==> config.mk <==
export PLATFORM = sky130hd
export DESIGN_NAME = acd_config_decode
export DESIGN_NICKNAME = d
export VERILOG_FILES = /design/src/acd_config_decode.v /design/src/acd_byte_rx.v
export VERILOG_INCLUDE_DIRS = /design/src
export SDC_FILE = /design/constraint.sdc
export NUM_CORES = 1
export LEC_CHECK = 0
export ABC_CLOCK_PERIOD_IN_PS = 5500
export BUFFER_PORTS_ARGS = -buffer_cell sky130_fd_sc_hd__buf_2
export CAP_MARGIN = 30
export CORE_UTILIZATION = 63
export CTS_BUF_LIST = sky130_fd_sc_hd__clkbuf_16
export CTS_CLUSTER_DIAMETER = 60
export CTS_CLUSTER_SIZE = 24
export DETAILED_ROUTE_END_ITERATION = 10
export GPL_TIMING_DRIVEN = 0
export HOLD_SLACK_MARGIN = 0.06
export PLACE_DENSITY_LB_ADDON = 0.12
export SLEW_MARGIN = 25
export SYNTH_ARGS = -nofsm -noshare
export SYNTH_HDL_FRONTEND = slang
export SYNTH_SLANG_ARGS = --single-unit
==> constraint.sdc <==
create_clock -name i_core_clk -period 5.5 [get_ports i_core_clk]
set_clock_uncertainty 0.1 [all_clocks]
set_input_delay 0.825 -clock i_core_clk [delete_from_list [all_inputs] [get_ports i_core_clk]]
set_output_delay 0.825 -clock i_core_clk [all_outputs]
set_load 0.05 [all_outputs]
==> src/acd_defines.vh <==
`ifndef ACD_DEFINES_VH
`define ACD_DEFINES_VH

// written byte: kind flag and configuration fields
`define ACD_KIND_BIT 7
`define ACD_SCAN_HI 6
`define ACD_SCAN_LO 5
`define ACD_CODE_HI 4
`define ACD_CODE_LO 1
`define ACD_SE_BIT 0

// setup byte fields that this block uses
`define ACD_SETUP_HI 6
`define ACD_SETUP_LO 2
`define ACD_REF_MID_BIT 5
`define ACD_RST_BIT 1

// configuration power-up values
`define ACD_SCAN_RST 2'h0
`define ACD_CODE_RST 4'h0
`define ACD_SE_RST 1'h1
`define ACD_SETUP_RST 5'h00

// scan-mode encodings
`define ACD_SCAN_UP 2'h0
`define ACD_SCAN_REP8 2'h1
`define ACD_SCAN_MID 2'h2
`define ACD_SCAN_ONE 2'h3

// channel limits
`define ACD_TOP_12CH 4'hb
`define ACD_TOP_4CH 4'h3
`define ACD_MID_12CH 4'h6
`define ACD_MID_4CH 4'h2
`define ACD_REPEAT_LAST 3'h7

`endif

==> src/acd_config_decode.v <==
`timescale 1ns/100ps
`default_nettype none
`include "acd_defines.vh"

module acd_config_decode #(
  parameter FOUR_CH = 0,
  parameter [6:0] DEV_ADDR = 7'h2a // arbitrary value
) (
  input wire i_core_clk,
  input wire i_rstn,
  input wire i_scl,
  input wire i_sda,
  input wire i_scan_start,
  input wire i_scan_next,
  output wire o_sda_out,
  output wire o_sda_oe,
  output reg [1:0] o_scan_mode,
  output reg [3:0] o_channel_code,
  output reg o_single_ended_select,
  output reg o_reference_pin_select_mid,
  output reg [3:0] o_mux_pos,
  output reg [3:0] o_mux_neg,
  output reg o_neg_is_gnd,
  output reg o_invert,
  output reg o_sel_valid,
  output reg o_scan_busy,
  output reg o_scan_last
);

  localparam [3:0] TOP_CH = FOUR_CH ? `ACD_TOP_4CH : `ACD_TOP_12CH;
  localparam [3:0] MID_CH = FOUR_CH ? `ACD_MID_4CH : `ACD_MID_12CH;

  wire byte_valid;
  wire [7:0] rx_byte;
  reg [1:0] scan_r;
  reg [3:0] code_r;
  reg se_r;
  reg [4:0] setup_r;
  reg [3:0] cur_r;
  reg [2:0] rep_r;
  reg busy_r;
  wire ref_mode;
  reg [3:0] code_nxt;
  reg [3:0] limit_nxt;
  reg [3:0] first_nxt;
  reg last_nxt;
  reg [3:0] pos_nxt;
  reg [3:0] neg_nxt;
  reg gnd_nxt;
  reg inv_nxt;
  reg valid_nxt;
  reg [3:0] sel_ch;

  //////////////////////////////////////////////////////////////////////////
  // two-wire receiver, acknowledges a matching write address and every data byte after it
  acd_byte_rx #(
    .DEV_ADDR(DEV_ADDR)
  ) u_rx (
    .i_core_clk(i_core_clk),
    .i_rstn(i_rstn),
    .i_scl(i_scl),
    .i_sda(i_sda),
    .o_sda_out(o_sda_out),
    .o_sda_oe(o_sda_oe),
    .o_byte_valid(byte_valid),
    .o_byte(rx_byte)
  );

  assign ref_mode = setup_r[`ACD_REF_MID_BIT - `ACD_SETUP_LO];

  //////////////////////////////////////////////////////////////////////////
  // byte kind steers the byte to configuration or setup storage
  always @* begin
    code_nxt = rx_byte[`ACD_CODE_HI:`ACD_CODE_LO];
    if (FOUR_CH != 0) begin
      code_nxt[3:2] = 2'h0;
    end
  end

  always @(posedge i_core_clk or negedge i_rstn) begin
    if (!i_rstn) begin
      scan_r <= `ACD_SCAN_RST;
      code_r <= `ACD_CODE_RST;
      se_r <= `ACD_SE_RST;
      setup_r <= `ACD_SETUP_RST;
    end else if (byte_valid) begin
      if (!rx_byte[`ACD_KIND_BIT]) begin
        scan_r <= rx_byte[`ACD_SCAN_HI:`ACD_SCAN_LO];
        code_r <= code_nxt;
        se_r <= rx_byte[`ACD_SE_BIT];
      end else if (!rx_byte[`ACD_RST_BIT]) begin
        // reset request leaves the setup contents alone
        scan_r <= `ACD_SCAN_RST;
        code_r <= `ACD_CODE_RST;
        se_r <= `ACD_SE_RST;
      end else begin
        setup_r <= rx_byte[`ACD_SETUP_HI:`ACD_SETUP_LO];
      end
    end
  end

  //////////////////////////////////////////////////////////////////////////
  // scan span from mode and code; differential spans stay pair aligned
  always @* begin
    limit_nxt = (code_r > TOP_CH) ? TOP_CH : code_r;
    if (se_r && ref_mode && limit_nxt == TOP_CH) begin
      limit_nxt = TOP_CH - 4'h1;
    end
    case (scan_r)
      `ACD_SCAN_UP: first_nxt = 4'h0;
      `ACD_SCAN_MID: first_nxt = MID_CH;
      default: first_nxt = limit_nxt;
    endcase
    if (first_nxt > limit_nxt) begin
      first_nxt = limit_nxt; // mid start above code scans one input only
    end
    if (!se_r) begin
      limit_nxt = {limit_nxt[3:1], 1'b0};
      first_nxt = {first_nxt[3:1], 1'b0};
    end
  end

  // last step of a scan: limit reached or repeat count used up
  always @* begin
    if (scan_r == `ACD_SCAN_REP8) begin
      last_nxt = (rep_r == `ACD_REPEAT_LAST);
    end else if (scan_r == `ACD_SCAN_ONE) begin
      last_nxt = 1'b1;
    end else begin
      last_nxt = (cur_r >= limit_nxt);
    end
  end

  //////////////////////////////////////////////////////////////////////////
  // scan stepper; outside a scan the selected code drives the mux
  always @(posedge i_core_clk or negedge i_rstn) begin
    if (!i_rstn) begin
      busy_r <= 1'b0;
      cur_r <= 4'h0;
      rep_r <= 3'h0;
    end else if (i_scan_start) begin
      busy_r <= 1'b1;
      cur_r <= first_nxt;
      rep_r <= 3'h0;
    end else if (busy_r && i_scan_next) begin
      if (last_nxt) begin
        busy_r <= 1'b0;
      end else if (scan_r == `ACD_SCAN_REP8) begin
        rep_r <= rep_r + 3'h1;
      end else if (se_r) begin
        cur_r <= cur_r + 4'h1;
      end else begin
        cur_r <= cur_r + 4'h2;
      end
    end else if (!busy_r) begin
      cur_r <= code_r;
    end
  end

  //////////////////////////////////////////////////////////////////////////
  // channel to mux decode
  always @* begin
    sel_ch = busy_r ? cur_r : code_r;
    pos_nxt = sel_ch;
    neg_nxt = 4'h0;
    gnd_nxt = 1'b1;
    inv_nxt = 1'b0;
    valid_nxt = (sel_ch <= TOP_CH);
    if (se_r) begin
      if (ref_mode && sel_ch == TOP_CH) begin
        valid_nxt = 1'b0;
      end
    end else if (ref_mode && sel_ch[3:1] == TOP_CH[3:1]) begin
      // lower input of the top pair against ground, odd code negated
      pos_nxt = {sel_ch[3:1], 1'b0};
      inv_nxt = sel_ch[0];
    end else begin
      gnd_nxt = 1'b0;
      pos_nxt = sel_ch;
      neg_nxt = {sel_ch[3:1], ~sel_ch[0]};
    end
  end

  always @(posedge i_core_clk or negedge i_rstn) begin
    if (!i_rstn) begin
      o_scan_mode <= `ACD_SCAN_RST;
      o_channel_code <= `ACD_CODE_RST;
      o_single_ended_select <= `ACD_SE_RST;
      o_reference_pin_select_mid <= 1'b0;
      o_mux_pos <= 4'h0;
      o_mux_neg <= 4'h0;
      o_neg_is_gnd <= 1'b1;
      o_invert <= 1'b0;
      o_sel_valid <= 1'b1;
      o_scan_busy <= 1'b0;
      o_scan_last <= 1'b0;
    end else begin
      o_scan_mode <= scan_r;
      o_channel_code <= code_r;
      o_single_ended_select <= se_r;
      o_reference_pin_select_mid <= ref_mode;
      o_mux_pos <= pos_nxt;
      o_mux_neg <= neg_nxt;
      o_neg_is_gnd <= gnd_nxt;
      o_invert <= inv_nxt;
      o_sel_valid <= valid_nxt;
      o_scan_busy <= busy_r;
      o_scan_last <= busy_r & last_nxt;
    end
  end

endmodule

`default_nettype wire

==> src/acd_byte_rx.v <==
`timescale 1ns/100ps
`default_nettype none

// two-wire write receiver: address match, byte shift-in, acknowledge
module acd_byte_rx #(
  parameter [6:0] DEV_ADDR = 7'h2a // arbitrary value
) (
  input wire i_core_clk,
  input wire i_rstn,
  input wire i_scl,
  input wire i_sda,
  output reg o_sda_out,
  output reg o_sda_oe,
  output reg o_byte_valid,
  output reg [7:0] o_byte
);

  localparam [1:0] RX_IDLE = 2'h0;
  localparam [1:0] RX_ADDR = 2'h1;
  localparam [1:0] RX_DATA = 2'h2;
  localparam [1:0] RX_ACK = 2'h3;

  reg [2:0] scl_s_r;
  reg [2:0] sda_s_r;
  reg scl_r;
  reg sda_r;
  reg [1:0] state_r;
  reg [2:0] bit_cnt_r;
  reg [7:0] shift_r;
  reg full_r;
  reg ack_addr_r;
  wire scl_nxt;
  wire sda_nxt;
  wire scl_rise;
  wire scl_fall;
  wire start_seen;
  wire stop_seen;

  //////////////////////////////////////////////////////////////////////////
  // three-stage synchronisers; a level counts once stages 2 and 3 agree
  assign scl_nxt = (scl_s_r[1] == scl_s_r[2]) ? scl_s_r[2] : scl_r;
  assign sda_nxt = (sda_s_r[1] == sda_s_r[2]) ? sda_s_r[2] : sda_r;
  assign scl_rise = scl_nxt & ~scl_r;
  assign scl_fall = ~scl_nxt & scl_r;
  // start and stop are sda edges while scl stays high
  assign start_seen = scl_r & scl_nxt & sda_r & ~sda_nxt;
  assign stop_seen = scl_r & scl_nxt & ~sda_r & sda_nxt;

  always @(posedge i_core_clk or negedge i_rstn) begin
    if (!i_rstn) begin
      scl_s_r <= 3'h7;
      sda_s_r <= 3'h7;
      scl_r <= 1'b1;
      sda_r <= 1'b1;
    end else begin
      scl_s_r <= {scl_s_r[1:0], i_scl};
      sda_s_r <= {sda_s_r[1:0], i_sda};
      scl_r <= scl_nxt;
      sda_r <= sda_nxt;
    end
  end

  //////////////////////////////////////////////////////////////////////////
  // byte engine; a byte is handed on only after its acknowledge clock ends
  always @(posedge i_core_clk or negedge i_rstn) begin
    if (!i_rstn) begin
      state_r <= RX_IDLE;
      bit_cnt_r <= 3'h0;
      shift_r <= 8'h00;
      full_r <= 1'b0;
      ack_addr_r <= 1'b0;
      o_sda_out <= 1'b1;
      o_sda_oe <= 1'b0;
      o_byte_valid <= 1'b0;
      o_byte <= 8'h00;
    end else begin
      o_byte_valid <= 1'b0;
      o_sda_out <= 1'b0; // only ever pulls low
      if (start_seen) begin
        state_r <= RX_ADDR;
        bit_cnt_r <= 3'h0;
        full_r <= 1'b0;
        o_sda_oe <= 1'b0;
      end else if (stop_seen) begin
        state_r <= RX_IDLE;
        full_r <= 1'b0;
        o_sda_oe <= 1'b0;
      end else begin
        case (state_r)
          RX_ADDR, RX_DATA: begin
            if (scl_rise && !full_r) begin
              // take the synced level of this cycle: after an acknowledge
              // the line is released late and sda_r still shows it low
              shift_r <= {shift_r[6:0], sda_nxt};
              bit_cnt_r <= bit_cnt_r + 3'h1;
              full_r <= (bit_cnt_r == 3'h7);
            end else if (scl_fall && full_r) begin
              full_r <= 1'b0;
              ack_addr_r <= (state_r == RX_ADDR);
              // reads are not served here, so a read address is not acked
              if (state_r == RX_DATA ||
                  shift_r == {DEV_ADDR, 1'b0}) begin
                o_sda_oe <= 1'b1;
                state_r <= RX_ACK;
              end else begin
                state_r <= RX_IDLE;
              end
            end
          end
          RX_ACK: begin
            if (scl_fall) begin
              o_sda_oe <= 1'b0;
              state_r <= RX_DATA;
              bit_cnt_r <= 3'h0;
              if (!ack_addr_r) begin
                o_byte_valid <= 1'b1;
                o_byte <= shift_r;
              end
            end
          end
          default: begin
            state_r <= RX_IDLE;
          end
        endcase
      end
    end
  end

endmodule

`default_nettype wire

==> out/metrics.csv <==
metric,value,unit
Crit Path Category,reg2reg,
Worst-path clk slew,0.06,ns
CP Max Fanout,10,
routed wire length,6603,um
vias,2342,
Setup crit start kind,register,
Top Ports,29,
max_slew headroom,67.24,%
outcome,"finished, final reports clean",
P per Cell Area,344.4,nW/um^2
"setup slack, reg-to-reg",2.61,ns
Initial Util,65.58,%
1st-iter DRT viols,133,
WP buf/inv,1,
Root Buffer,clkbuf_16,
Max-Cap Viols,0,
Setup TNS Final,0,ns
hpwl dp,4561,um
area share of the largest cell type after synthesis,43.33,%
Tot Pwr,1348,uW
VDD IR max,0.2662,mV
Lkg Pwr,0.001915,uW
Netlist cell types,61,
PortBufs,28,
setup slack after layout,2.611,ns
Syn Nets,299,
DR WL/cell,16.80,um
Num CTS Buffers,9,
Max Fclk,346.2,MHz
crit-path leading delay family,compound AO/OA/AOI/OAI gates,
crit path cell chain,clkbuf_1 -> o21ai_0 -> o2bb2ai_1 -> and2_1 -> ha_1 -> nor3b_1 -> o21ai_1 -> a2111oi_0 -> a22o_1,
CTS Hold Bufs,0,
GRT Resource Usage Total,27.06,%
clk_lat worst skew,0.33,ns
post-cts sizing count,0,
critical path arrival,3.06,ns
mean area per synthesized cell,12.05,um^2
CP Capture Type,register,
Min Hold Slack,0.2568,ns
initial antenna violation count,0,
register bit total from synthesis,71,
RSZ-0062 raised after global routing,no,
"commonest non-fill, non-tap cell in the layout",dfrtp_1,
"EDFF count, synth",0,
"Hold Violations, Final",0,
"Max stage delay cell, worst path",a2111oi_0,
ratio of cells with drive above 1 in the final layout,28.17,%
Core Rows,26,
Final period util,52.52,%
P&R area growth vs syn,16.85,%
Ys Warns,0,
pre-CTS WS,2.672,ns
Longest Clk Path Bufs,2,
post-route ant nets,0,
ys flop type,dfrtp_1,
Final Core Density,76.63,%
number of global-route vias before repair,2340,
Slew @ Worst Pin,0.4862,ns
post-synthesis sequential area ratio,53.53,%
drt pass-1 iters,5,
Congestion Overflow GR,0,
H-Tree Depth,3,
# diodes,0,
routability congestion estimate from global placement,0.9308,
largest net degree at the start of global routing,45,
Die ar.,5612,um^2
first-pass GRT wire length,10830,um
CTS tree,done,
"Slew Viols, Final",0,
Die W,74.92,um
post-synth top area cell,dfrtp_1,
die span in y,74.92,um
DR vias/cell,5.959,
fraction of registers with async set/reset,100.0,%
postcts setup bufs,0,
Mapped Cells,278,
final setup vio count,0,
highest-count cells in the layout ignoring fill and taps,"58 x dfrtp_1, 32 x buf_2, 19 x mux2_2, 18 x nor2_1, 17 x inv_1",
Sink Count,71,
CP Data Required Time,5.67,ns
Final nets,339,
Synth area leaders,"dfrtp_1 43%, dfstp_2 10%, mux2_2 6.4%",
drc violations,0,
Crit path largest cell delay,0.40,ns
min Tclk post-route,2.889,ns
HP Class,reg2reg,
Core Area,5107,um^2
synthesized area,3349,um^2
==> cells in the mapped netlist, drive strengths merged (7+ instances only) <==
cell type	number
dfrtp	58
mux2	20
nor2	18
inv	16
ha	15
dfstp	13
a21oi	12
o21ai	10
a22o	8
nand2	8
nand2b	7
==> power by group <==
part	leakage [uW]	switching, uW	internal [uW]
Clock	0.000154	213	393
Sequential	0.000920	21.8	555
Combinational	0.000841	106	58.6
==> stage by stage <==
step / std cells / instance area (um^2)
finish: 393 / 3914
global placement: 376 / 3577
CTS: 393 / 3914
detailed placement: 377 / 3600
global route: 393 / 3914
floorplan: 278 / 3349
==> registers in the layout (all words and copies together) (netlist names), 4 cells and up <==
signal          flops
o_channel_code      4
u_rx.o_byte         8
o_mux_pos           4
code_r              4
o_mux_neg           4
cur_r               4
u_rx.shift_r        8
==> cell type report <==
class                   count  area, um^2
repair buffers             29       162.7
well taps                  70       87.58
fillers                   352        1194
plain buffers               9       40.04
clock buffers               9       225.2
clock inverters             7       88.84
multi-input cells         182        1456
flip-flops and latches     71        1793
inverters                  16       60.06
==> worst paths after layout <==
check                                           from                        end  cells after the start
max                            code_r[2]$_DFFE_PN0P_       cur_r[2]$_DFFE_PN0P_                      9
min in group asynchronous                     i_rstn     o_mux_pos[2]$_DFF_PN0_                      1
max in group asynchronous                     i_rstn   u_rx.o_sda_out$_DFF_PN1_                      2
min reg2reg                u_rx.sda_s_r[0]$_DFF_PN1_  u_rx.sda_s_r[1]$_DFF_PN1_                      0
min                        u_rx.sda_s_r[0]$_DFF_PN1_  u_rx.sda_s_r[1]$_DFF_PN1_                      0
max reg2reg                    code_r[2]$_DFFE_PN0P_       cur_r[2]$_DFFE_PN0P_                      9
==> layer usage <==
layer	GRT usage [%]	part of all wire, %
met1	32.68	42
met2	44.84	52
met3	8.032	3.5
met4	12.58	2.5
met5	0	0
==> cell families (layout without fill, tap and decap cells) <==
family                   count (synthesis)  count (layout)  share of synthesized area [%]
flip-flops                              71              71                          53.53
other                                    1               1                         0.1120
XOR/XNOR                                 3               3                         0.7846
adder cells (fa/ha/maj)                 17              17                          6.201
multiplexers                            26              26                          8.629
AO/OA/AOI/OAI                           65              65                          15.50
buffers and inverters                   25              70                          2.988
AND/OR/NAND/NOR                         70              70                          12.25
==> worst reg2reg max path: cells and delay by family, from the launching register on <==
| family | cells | cell delay, ns |
|---|---|---|
| DFF | 1 | 0.39 |
| adders and majority gates | 1 | 0.28 |
| and+or+nand+nor | 2 | 0.53 |
| buffers and inverters | 1 | 0.38 |
| AOI/OAI and AO/OA | 5 | 1.15 |
(Power assumes the default switching activity.)
